[src/core/ppdc_map.vh]
// constants for the pipelined presettable down-counter
// assumes inclusion by both design files under core/
`ifndef PPDC_MAP_VH
`define PPDC_MAP_VH

`define PPDC_SECTION_BITS 2
`define PPDC_DEF_SECTIONS 20
`define PPDC_MAX_SECTIONS 20
`define PPDC_DIBIT_ZERO 2'h0
`define PPDC_DIBIT_ONE 2'h1
`define PPDC_DIBIT_STEP 2'h1
`define PPDC_LOAD_ACTIVE 1'b0
`define PPDC_LOAD_IDLE 1'b1
`define PPDC_RESET_COUNT 2'h0

`endif

[src/core/ppdc_section.v]
// one two-bit section of the pipelined down-counter
// assumes a single clock; load_n comes from the lsb pipeline flip-flop
`include "ppdc_map.vh"

module ppdc_section #(
    parameter TC_PIPE = 1
) (
    input wire clk,                                  // counting clock
    input wire rst,                                  // synchronous reset, high
    input wire carry_in,                             // count enable for this dibit
    input wire load_n,                               // parallel load, active low
    input wire [`PPDC_SECTION_BITS-1:0] preset_bits, // preset data for this dibit
    input wire tc_in,                                // terminal count from the section above
    output reg [`PPDC_SECTION_BITS-1:0] count_bits,  // dibit state
    output reg carry_out,                            // pipelined carry to the section above
    output wire tc_out                               // terminal count toward the section below
);

    function is_zero;
        input [`PPDC_SECTION_BITS-1:0] v;
        begin
            is_zero = (v == `PPDC_DIBIT_ZERO);
        end
    endfunction

    // load term in the gate drops tc one clock after load
    wire tc_now = is_zero(count_bits) & tc_in & (load_n == `PPDC_LOAD_IDLE);

    always @(posedge clk) begin
        if (rst) begin
            count_bits <= `PPDC_RESET_COUNT;
            carry_out <= 1'b0;
        end else if (load_n == `PPDC_LOAD_ACTIVE) begin
            count_bits <= preset_bits;
            carry_out <= 1'b0;
        end else begin
            if (carry_in) begin
                count_bits <= count_bits - `PPDC_DIBIT_STEP;
            end
            carry_out <= carry_in & is_zero(count_bits);
        end
    end

    generate
        if (TC_PIPE != 0) begin : g_pipe
            reg tc_stage;
            always @(posedge clk) begin
                if (rst) begin
                    tc_stage <= 1'b0;
                end else begin
                    tc_stage <= tc_now;
                end
            end
            assign tc_out = tc_stage;
        end else begin : g_comb
            // shorter preset limit, longer combinational path
            assign tc_out = tc_now;
        end
    endgenerate

endmodule // ppdc_section

[src/core/ppdc_counter.v]
// long presettable binary down-counter built from pipelined two-bit sections
// assumes one clock, synchronous inputs; preset held stable while running
`include "ppdc_map.vh"

// Operation
// each dibit is a presettable down-counter with enable, load and two data bits
// a dibit reports terminal count when zero and the dibit above reports it
// carry flop sets when enabled and dibit is 00; feeds next dibit's enable
// carry flop holds exactly one clock then clears
// terminal count decode ripples from top dibit down to bottom dibit
// pipeline flops plus load in the gate drop tc and load after one clock
// user must not preset tiny values; below ten for twenty bits
// bottom pipeline flop detects state one, so load comes from a flop
// load output is active low and forces all dibits into load
// below 30 MHz bottom dibit may match others; load excluded from its gate
// parallel outputs invalid while carries are pending; not for parallel reads
// most tc pipeline flops are optional and can be removed
// width in whole dibits up to forty bits; load presets every dibit
module ppdc_counter #(
    parameter SECTIONS = `PPDC_DEF_SECTIONS,
    parameter FAST_LSB = 1,
    parameter TC_PIPE = 1
) (
    input wire clk,                                          // counting clock, 50 MHz
    input wire rst,                                          // synchronous reset, high
    input wire [SECTIONS*`PPDC_SECTION_BITS-1:0] preset,     // reload value
    output wire [SECTIONS*`PPDC_SECTION_BITS-1:0] count,     // dibit states, see limits
    output reg parallel_load_enable_n,                       // load pulse, active low
    output reg terminal_count_flag                           // high in each load cycle except the one forced by reset
);

    localparam SB = `PPDC_SECTION_BITS;
    // carries run between dibits only; the top dibit's carry is dropped
    localparam CW = (SECTIONS > 1) ? SECTIONS - 1 : 1;

    // one decode shared by the load gate and the lsb carry
    function dibit_is;
        input [`PPDC_SECTION_BITS-1:0] v;
        input [`PPDC_SECTION_BITS-1:0] code;
        begin
            dibit_is = (v == code);
        end
    endfunction

    wire [CW-1:0] carry_chain;
    wire [SECTIONS:1] tc_into;

    reg [SB-1:0] lsb_bits;
    reg lsb_carry;
    reg [SB-1:0] next_lsb_bits;
    reg next_lsb_carry;
    reg next_load_n;
    reg next_flag;

    // top dibit sees an always-true terminal count from above
    assign tc_into[SECTIONS] = 1'b1;

    // lsb dibit lives here: its pipeline flop is the load flop itself
    // count is only meaningful once pending carries drain
    assign count[SB-1:0] = lsb_bits;
    assign carry_chain[0] = lsb_carry;

    always @* begin
        next_lsb_bits = lsb_bits;
        next_lsb_carry = 1'b0;
        if (parallel_load_enable_n == `PPDC_LOAD_ACTIVE) begin
            next_lsb_bits = preset[SB-1:0];
        end else begin
            next_lsb_bits = lsb_bits - `PPDC_DIBIT_STEP;
            next_lsb_carry = dibit_is(lsb_bits, `PPDC_DIBIT_ZERO);
        end
    end

    always @(posedge clk) begin
        if (rst) begin
            lsb_bits <= `PPDC_RESET_COUNT;
            lsb_carry <= 1'b0;
        end else begin
            lsb_bits <= next_lsb_bits;
            lsb_carry <= next_lsb_carry;
        end
    end

    // upper dibits; tc_into[k] leaves dibit k toward dibit k-1
    genvar k;
    generate
        for (k = 1; k < SECTIONS; k = k + 1) begin : g_sec
            if (k < SECTIONS - 1) begin : g_mid
                ppdc_section #(
                    .TC_PIPE(TC_PIPE)
                ) u_sec (
                    .clk(clk),
                    .rst(rst),
                    .carry_in(carry_chain[k-1]),
                    .load_n(parallel_load_enable_n),
                    .preset_bits(preset[k*SB +: SB]),
                    .tc_in(tc_into[k+1]),
                    .count_bits(count[k*SB +: SB]),
                    .carry_out(carry_chain[k]),
                    .tc_out(tc_into[k])
                );
            end else begin : g_top
                // a load always comes before the top dibit could wrap
                ppdc_section #(
                    .TC_PIPE(TC_PIPE)
                ) u_sec (
                    .clk(clk),
                    .rst(rst),
                    .carry_in(carry_chain[k-1]),
                    .load_n(parallel_load_enable_n),
                    .preset_bits(preset[k*SB +: SB]),
                    .tc_in(tc_into[k+1]),
                    .count_bits(count[k*SB +: SB]),
                    .carry_out(),
                    .tc_out(tc_into[k])
                );
            end
        end
    endgenerate

    // the gate that builds the next load pulse
    always @* begin
        next_load_n = `PPDC_LOAD_IDLE;
        if (FAST_LSB != 0) begin
            // one state early so the load comes straight off a flop
            if (dibit_is(lsb_bits, `PPDC_DIBIT_ONE) && tc_into[1]
                    && (parallel_load_enable_n == `PPDC_LOAD_IDLE)) begin
                next_load_n = `PPDC_LOAD_ACTIVE;
            end
        end else begin
            // slow variant: plain zero decode, load kept out of the gate
            if (dibit_is(lsb_bits, `PPDC_DIBIT_ZERO) && tc_into[1]) begin
                next_load_n = `PPDC_LOAD_ACTIVE;
            end
        end
        next_flag = (next_load_n == `PPDC_LOAD_ACTIVE);
    end

    always @(posedge clk) begin
        if (rst) begin
            // load on the first edge after reset so the preset is taken
            parallel_load_enable_n <= `PPDC_LOAD_ACTIVE;
            terminal_count_flag <= 1'b0;
        end else begin
            parallel_load_enable_n <= next_load_n;
            terminal_count_flag <= next_flag;
        end
    end

endmodule // ppdc_counter

[config.mk]
export PLATFORM = sky130hd
export DESIGN_NAME = ppdc_counter
export DESIGN_NICKNAME = d
export VERILOG_FILES = /design/src/core/ppdc_section.v /design/src/core/ppdc_counter.v
export VERILOG_INCLUDE_DIRS = /design/src /design/src/core
export SDC_FILE = /design/constraint.sdc
export NUM_CORES = 1
export LEC_CHECK = 0
export ABC_AREA = 1
export ABC_CLOCK_PERIOD_IN_PS = 2940
export BUFFER_PORTS_ARGS = -buffer_cell sky130_fd_sc_hd__buf_2
export CAP_MARGIN = 20
export CORE_MARGIN = 2
export CORE_UTILIZATION = 48
export DETAILED_ROUTE_END_ITERATION = 8
export PLACE_DENSITY = 0.85
export SLEW_MARGIN = 20
export SYNTH_ARGS = -nofsm -noshare
export SYNTH_HDL_FRONTEND = slang
export SYNTH_HIERARCHICAL = 1
export SYNTH_SLANG_ARGS = --single-unit
[constraint.sdc]
create_clock -name clk -period 2.94 [get_ports clk]
set_clock_uncertainty 0.1 [all_clocks]
set_input_delay 0.588 -clock clk [delete_from_list [all_inputs] [get_ports clk]]
set_output_delay 0.588 -clock clk [all_outputs]
set_load 0.02 [all_outputs]
==> impl_metrics.yaml, run 1 <==
run_status:
  outcome: "completed"
setup_path:
  path_cells: "buf_2"
  slowest_stage: "dfxtp_4"
  critPathCaptureType: "output port"
  crit_type: "reg2out"
  crit_arrival_ns: 1.20
  path_max_fanout: 38
  crit_buf_inv: 1
  crit_path_end: "parallel_load_enable_n"
  crit_start: "parallel_load_enable_n"
  r2r_end: "g_sec[8].g_mid.u_sec/count_bits[1]"
  reg2regPathDepth: 6
  worstSetupStartpointType: "flip-flop"
  r2r-start: "parallel_load_enable_n"
  critPathMaxStageDelay_ns: 0.59
  r2r_setup_slack_ns: 1.43
  crit_required_ns: 2.25
  critPathTopFamily: "flip-flops"
  cp.depth: 1
die:
  core_um2: 7180
  initial_core_util_pct: 49.2
  die_h_um: 89.8
  dieArea_um2: 8060
  die_width_um: 89.8
  rows: 31
  ios: 84
clocking:
  cts_setup_buffers: 0
  clkTransAtPathRegs_ns: 0.08
  cts_buffer_depth: 2
  worstSkewPairLatency_ns: 0.34
  numCtsBuffers: 9
  cts_tree: "done"
  cts_htree_levels: 3
  cts.sinks: 80
  root_buffer: "clkbuf_8"
  ctsResizeCount: 0
  cts_hold_buf: 0
final_layout:
  final_cell_mix: "156 x inv_1, 83 x buf_2, 79 x dfxtp_1"
  final_common_cell: "inv_1"
  final_layout_size_suffix_gt1_share_pct: 17.5
  final_cell_area_um2: 4280
  layout.nets: 637
  synthToLayoutAreaGrowth_pct: 21.1
  antenna_cells: 0
placement:
  port_buffers: 83
  hpwlAfterDp_mm: 5.02
  dpl-instance-area_um2: 4090
  place_congestion: 0.749
grt:
  grt_pass1_wl_mm: 12.4
  first_global_vias: 3028
  antenna_found_initial: 0
  overflow: 0
  grt_max_degree: 85
  grt_usage_pct: 18.3
timing:
  fin_crit_sh_pct: 64.2
  finalSetupTns_ns: 0
  rsz0062_at_grt: "no"
  post-route-min-period_ns: 1.89
  fmax_mhz: 530
  drv_slew: 0
  setup_viol: 0
  hold_violations: 0
route:
  avgViaCountPerCell: 4.60
  drtIter0Drc: 158
  vias: 3117
  ant_nets: 0
  wl_per_cell_um: 10.1
  drt_wl_total_mm: 6.84
  drcViolationCount: 0
  firstDrtPassIters: 4
power_and_ir_drop:
  powerDensity_nw_per_um2: 513
  vdd_drop_max_mv: 0.261
  power_leakage_nw: 2.16
min_path:
  min_path_type: "reg2reg"
  hold_path_depth: 2
  hp-start: "g_sec[8].g_mid.u_sec/tc_out"
synth:
  syn_avg_cell_area_um2: 7.37
  synth_nets: 542
  syn_inst: 479
  synth_warnings: 6
  syn_area_um2: 3530
flow_run:
  maxCapViolCount: 0
[registers in the layout, indices dropped and copies added, names as in the netlist]
signal                        count
g_sec.g_top.u_sec/count_bits      2
terminal_count_flag               1
parallel_load_enable_n            1
lsb_bits                          2
g_sec.g_top.u_sec/tc_out          1
g_sec.g_mid.u_sec/carry_out      18
lsb_carry                         1
g_sec.g_mid.u_sec/count_bits     36
g_sec.g_mid.u_sec/tc_out         18
[how the worst min path moves through the flow]
| stage | slack [ns] | to |
|---|---|---|
| 2_1_floorplan | 0.29 | g_sec[10].g_mid.u_sec/tc_out |
| 3_3_place_gp | 0.30 | g_sec[18].g_mid.u_sec/tc_out |
| 3_5_place_dp | 0.30 | g_sec[17].g_mid.u_sec/tc_out |
| 4_1_cts | 0.31 | g_sec[18].g_mid.u_sec/tc_out |
| 5_1_grt | 0.33 | g_sec[17].g_mid.u_sec/tc_out |
| 6_report | 0.30 | g_sec[7].g_mid.u_sec/tc_out |
[per-stage QoR]
| stage | util, % | power [mW] | std cells | setup slack [ns] | hold slack, ns |
|---|---|---|---|---|---|
| 2_1_floorplan | - | 1.37 | 479 | 0.0317 | 0.294 |
| 3_3_place_gp | 57.0 | 1.46 | 662 | 1.43 | 0.300 |
| 4_1_cts | 59.6 | 2.22 | 677 | 1.03 | 0.312 |
| 6_report | 59.6 | 2.19 | 677 | 1.05 | 0.303 |
| 5_1_grt | 59.6 | 2.32 | 677 | 0.983 | 0.329 |
| 3_5_place_dp | 57.0 | 1.48 | 662 | 1.38 | 0.299 |
[layer usage]
metal | vias to the layer above | part of all wire (%) | global-route usage [%]
li1 | 1612 | - | -
met4 | 0 | 1.3 | 6.79
met3 | 12 | 5.3 | 5.20
met1 | 1413 | 44 | 20.8
met2 | 80 | 49 | 32.9
met5 | - | 0 | 0
[power breakdown]
| group | total (mW) | internal [mW] | leakage (nW) | switching (mW) |
|---|---|---|---|---|
| Clock | 0.741 | 0.372 | 0.0955 | 0.369 |
| Combinational | 0.294 | 0.119 | 1.41 | 0.175 |
| Sequential | 1.16 | 1.12 | 0.655 | 0.0368 |
[final cells by class]
class	instances	area, µm²
fill	652	2900
sequential	80	1610
multi-input combinational	243	1340
inverter	156	586
timing repair buffer	84	435
clock buffer	13	169
tap	99	124
clock inverter	2	13.8
Power figures use the tool's default switching activity.
==> inputs of run 2 (changes only) <==
- ABC_AREA: 1 -> 0
- ABC_CLOCK_PERIOD_IN_PS: 2940 -> 1900
- CORE_UTILIZATION: 48 -> 50
- clock period: 2.94 -> 1.9 ns (I/O delays scaled with it)
==> impl_metrics.yaml, run 2 <==
grt:
  grt_max_degree: 63
  antenna_found_initial: 0
  grt_pass1_wl_mm: 10.9
  first_global_vias: 2599
  overflow: 0
  grt_usage_pct: 18.2
placement:
  hpwlAfterDp_mm: 4.61
  dpl-instance-area_um2: 3980
  dpl.cell_count: 507
  port_buffers: 83
  place_congestion: 0.728
  place_ws_ns: 0.418
min_path:
  whs_endpoint: "g_sec[4].g_mid.u_sec/count_bits[1]"
  min_path_type: "in2reg"
  hp-start: "preset[9]"
  hold_path_depth: 2
timing:
  finalSetupTns_ns: 0
  setup_viol: 0
  hold_violations: 0
  rsz0062_at_grt: "no"
  fin_crit_sh_pct: 83.2
  fin_ws_ns: 0.320
  drv_slew: 0
  post-route-min-period_ns: 1.58
  fmax_mhz: 633
power_and_ir_drop:
  powerDensity_nw_per_um2: 798
  vdd_drop_max_mv: 0.387
  power_leakage_nw: 1.95
clocking:
  worstSkewPairLatency_ns: 0.33
  cts_htree_levels: 3
  cts_hold_buf: 0
  clkTransAtPathRegs_ns: 0.07
  cts_setup_buffers: 0
  cts_tree: "done"
  ctsResizeCount: 0
  numCtsBuffers: 9
  root_buffer: "clkbuf_8"
  cts_buffer_depth: 2
  cts.sinks: 80
final_layout:
  layout.nets: 501
  top_register: "g_sec.g_mid.u_sec/count_bits"
  utilization_pct: 61.8
  antenna_cells: 0
  final_common_cell: "buf_2"
  largest_reg_flops: 36
  fin_cells: 521
  final_cell_mix: "83 x buf_2, 79 x dfxtp_1, 40 x inv_1"
  final_cell_area_um2: 4130
  final_layout_size_suffix_gt1_share_pct: 27.9
  synthToLayoutAreaGrowth_pct: 21.3
  fillers: 592
synth:
  syn_area_um2: 3400
  syn_avg_cell_area_um2: 10.0
  synth_nets: 403
  syn_inst: 340
  synth_warnings: 6
setup_path:
  crit_arrival_ns: 1.10
  reg2regPathDepth: 3
  crit_type: "reg2out"
  r2r_end: "g_sec[18].g_mid.u_sec/count_bits[1]"
  crit_required_ns: 1.42
  r2r-start: "parallel_load_enable_n"
  critPathCaptureType: "output port"
  worstSetupStartpointType: "flip-flop"
  r2r_setup_slack_ns: 0.69
  path_max_fanout: 15
route:
  firstDrtPassIters: 4
  drcViolationCount: 0
  drtIter0Drc: 106
  wl_per_cell_um: 12.4
  avgViaCountPerCell: 4.98
  ant_nets: 0
  vias: 2594
  drt_wl_total_mm: 6.46
die:
  initial_core_util_pct: 50.9
  ios: 84
  core_um2: 6680
  dieArea_um2: 7480
  rows: 30
  die_width_um: 86.5
  die_h_um: 86.5
run_status:
  outcome: "completed"
flow_run:
  maxCapViolCount: 0
## run 2: worst max path at each step
stage,cells after the start,to,slack [ns],from
after detailed placement,4,g_sec[18].g_mid.u_sec/count_bits[1],0.42,rst
after global routing,2,parallel_load_enable_n,0.27,parallel_load_enable_n
after global placement,4,g_sec[4].g_mid.u_sec/count_bits[1],0.45,rst
final,2,parallel_load_enable_n,0.32,parallel_load_enable_n
after CTS,2,parallel_load_enable_n,0.30,parallel_load_enable_n
after floorplan,2,lsb_bits[0],0.20,parallel_load_enable_n
## run 2: through the flow
step / power (mW) / hold slack, ns
global route: 3.46 / 0.159
floorplan: 2.12 / 0.304
global placement: 2.28 / 0.337
CTS: 3.33 / 0.151
detailed placement: 2.30 / 0.337
finish: 3.30 / 0.163
## run 2: final cells by class
| cell class | instances | area, µm² | share of cell area [%] |
|---|---|---|---|
| timing repair buffer | 87 | 470 | 11.4 |
| inverter | 40 | 150 | 3.64 |
| tap | 80 | 100 | 2.42 |
| clock buffer | 13 | 149 | 3.61 |
| clock inverter | 1 | 5.00 | 0.121 |
| multi-input combinational | 220 | 1650 | 40.0 |
| sequential | 80 | 1600 | 38.8 |
## run 2: power by group
| group | switching (mW) | leakage [nW] | internal [mW] |
|---|---|---|---|
| combinational | 0.265 | 1.22 | 0.214 |
| clock | 0.538 | 0.0794 | 0.496 |
| sequential | 0.0462 | 0.654 | 1.74 |
| total | 0.849 | 1.95 | 2.45 |
## run 2: critical path, cell delays in order, from the launching register on
cell and delay [ns]:
dfxtp_2 0.36, buf_4 0.22, buf_2 0.19
## run 2: routing by layer
| metal | track usage (%) | part of all wire, % | vias up |
|---|---|---|---|
| met3 | 3.33 | 4.1 | 9 |
| li1 | - | - | 1343 |
| met5 | 0 | 0 | - |
| met2 | 31.2 | 48 | 54 |
| met1 | 23.0 | 46 | 1188 |
| met4 | 6.25 | 1.0 | 0 |
==> inputs of run 3 (changes only) <==
- ABC_CLOCK_PERIOD_IN_PS: 1900 -> 1350
- CORE_UTILIZATION: 50 -> 48
- PLACE_DENSITY: 0.85 -> 0.86
- clock period: 1.9 -> 1.35 ns (I/O delays scaled with it)
==> impl_metrics.yaml, run 3 (same netlist as run 2, synthesis figures left out) <==
run_status:
  outcome: "completed"
placement:
  hpwlAfterDp_mm: 5.06
  place_congestion: 0.788
  dpl-instance-area_um2: 4050
  port_buffers: 83
  dpl.cell_count: 526
power_and_ir_drop:
  vdd_drop_max_mv: 0.633
  p_clk_share_pct: 35.7
  seq_power_share_pct: 50.1
  powerDensity_nw_per_um2: 1170
  p_sw_mw: 1.30
  sw_frac_of_total_pct: 25.8
  power_leakage_nw: 2.02
  combPwrFrac_pct: 14.3
  p_int_mw: 3.72
timing:
  fin_crit_sh_pct: 96.0
  setup_viol: 0
  hold_violations: 0
  fmax_mhz: 771
  rsz0062_at_grt: "no"
  hold-worst-slack_ns: 0.0359
  post-route-min-period_ns: 1.30
  drv_slew: 0
  finalSetupTns_ns: 0
grt:
  busiest_layer: "met2"
  antenna_found_initial: 0
  met1_usage_pct: 22.0
  overflow: 0
  met3_usage_pct: 5.28
  first_global_vias: 2736
  grt_max_degree: 40
  gr-usage-met2_pct: 33.2
  grt_usage_pct: 19.1
  grt_pass1_wl_mm: 11.7
clocking:
  cts_hold_buf: 0
  cts_tree: "done"
  numCtsBuffers: 9
  root_buffer: "clkbuf_8"
  cts.sinks: 80
  clkTransAtPathRegs_ns: 0.09
  cts_htree_levels: 3
  worstSkewPairLatency_ns: 0.34
  cts_buffer_depth: 2
route:
  ant_nets: 0
  wl_per_cell_um: 13.3
  vias: 2711
  drt_wl_total_mm: 7.27
  drtIter0Drc: 79
  drcViolationCount: 0
  avgViaCountPerCell: 4.97
  firstDrtPassIters: 4
setup_path:
  slowest_stage: "dfxtp_1"
  critPathMaxStageDelay_ns: 0.39
  crit_required_ns: 0.98
  crit_type: "reg2out"
  reg2regPathDepth: 4
  crit_buf_inv: 1
  path_max_fanout: 4
  critPathTopFamily: "flip-flops"
  path_cells: "buf_2"
  crit_arrival_ns: 0.93
  worstSetupStartpointType: "flip-flop"
  cp.depth: 1
  critPathCaptureType: "output port"
final_layout:
  final_cell_mix: "83 x buf_2, 79 x dfxtp_1, 40 x inv_1"
  top_register: "g_sec.g_mid.u_sec/count_bits"
  fin_cells: 545
  multi_input_area_um2: 1650
  layout.nets: 507
  largest_reg_flops: 36
  final_cell_area_um2: 4290
  fillers: 601
  antenna_cells: 0
  seqCellArea_um2: 1610
  final_common_cell: "buf_2"
  synthToLayoutAreaGrowth_pct: 26.1
  final_layout_size_suffix_gt1_share_pct: 29.8
die:
  initial_core_util_pct: 49.8
  die_h_um: 88.2
  dieArea_um2: 7780
  rows: 30
  core_um2: 6830
  ios: 84
  die_width_um: 88.2
flow_run:
  maxCapViolCount: 0
min_path:
  hold_path_depth: 2
  min_path_type: "in2reg"
run 3: path summary, 6_finish.rpt:
kind	startpoint	end	slack (ns)
worst max-delay path	lsb_bits[0]	count[0]	0.05
worst min-delay path	preset[21]	g_sec[10].g_mid.u_sec/count_bits[1]	0.04
worst max register to register	parallel_load_enable_n	g_sec[5].g_mid.u_sec/count_bits[1]	0.07
worst min register to register	g_sec[1].g_mid.u_sec/tc_out	parallel_load_enable_n	0.34
run 3: area by class of cell:
type                       count  share of cell area [%]
clock inverter                 5                    1.25
sequential                    80                    37.4
clock buffer                  11                    3.53
timing repair buffer          93                    13.0
inverter                      40                    3.50
tap                           96                    2.80
multi-input combinational    220                    38.5
run 3: repair_timing:
item / CTS / global route
endpoints found under the hold margin: 0 / 0
setup buffers: 3 / 0
gates cloned: 0 / 1
gates resized for setup: 0 / 0
pin swaps: 0 / 0
endpoints found under the setup margin: 1 / 2
run 3: metrics by stage:
stage               util, %  power (mW)  setup WS, ns
floorplan                 -        2.98        0.0290
global placement       59.2        3.23         0.103
detailed placement     59.2        3.27        0.0640
CTS                    62.4        5.06        0.0283
global route           62.8        5.28       0.00679
finish                 62.8        5.02        0.0534
run 3: layer usage:
| metal | wire length (µm) | part of all wire (%) | up-vias |
|---|---|---|---|
| li1 | - | - | 1359 |
| met1 | 3210 | 44 | 1267 |
| met2 | 3530 | 49 | 73 |
| met3 | 406 | 5.6 | 12 |
| met4 | 121 | 1.7 | 0 |
| met5 | 0 | 0 | - |
run 3: worst reg2reg max path: stages, from the launching register on:
cell and delay [ns]:
dfxtp_4 0.36, buf_4 0.15, buf_12 0.15, and2b_1 0.20, a32o_1 0.22
run 3: power by group through the flow:
stage                     Clock (mW)  Combinational (mW)  Sequential, mW
final                           1.79               0.715            2.51
after global routing            1.96               0.794            2.52
after CTS                       1.84               0.710            2.51
after detailed placement           0               0.699            2.57
after global placement             0               0.663            2.56
after floorplan                    0               0.293            2.68
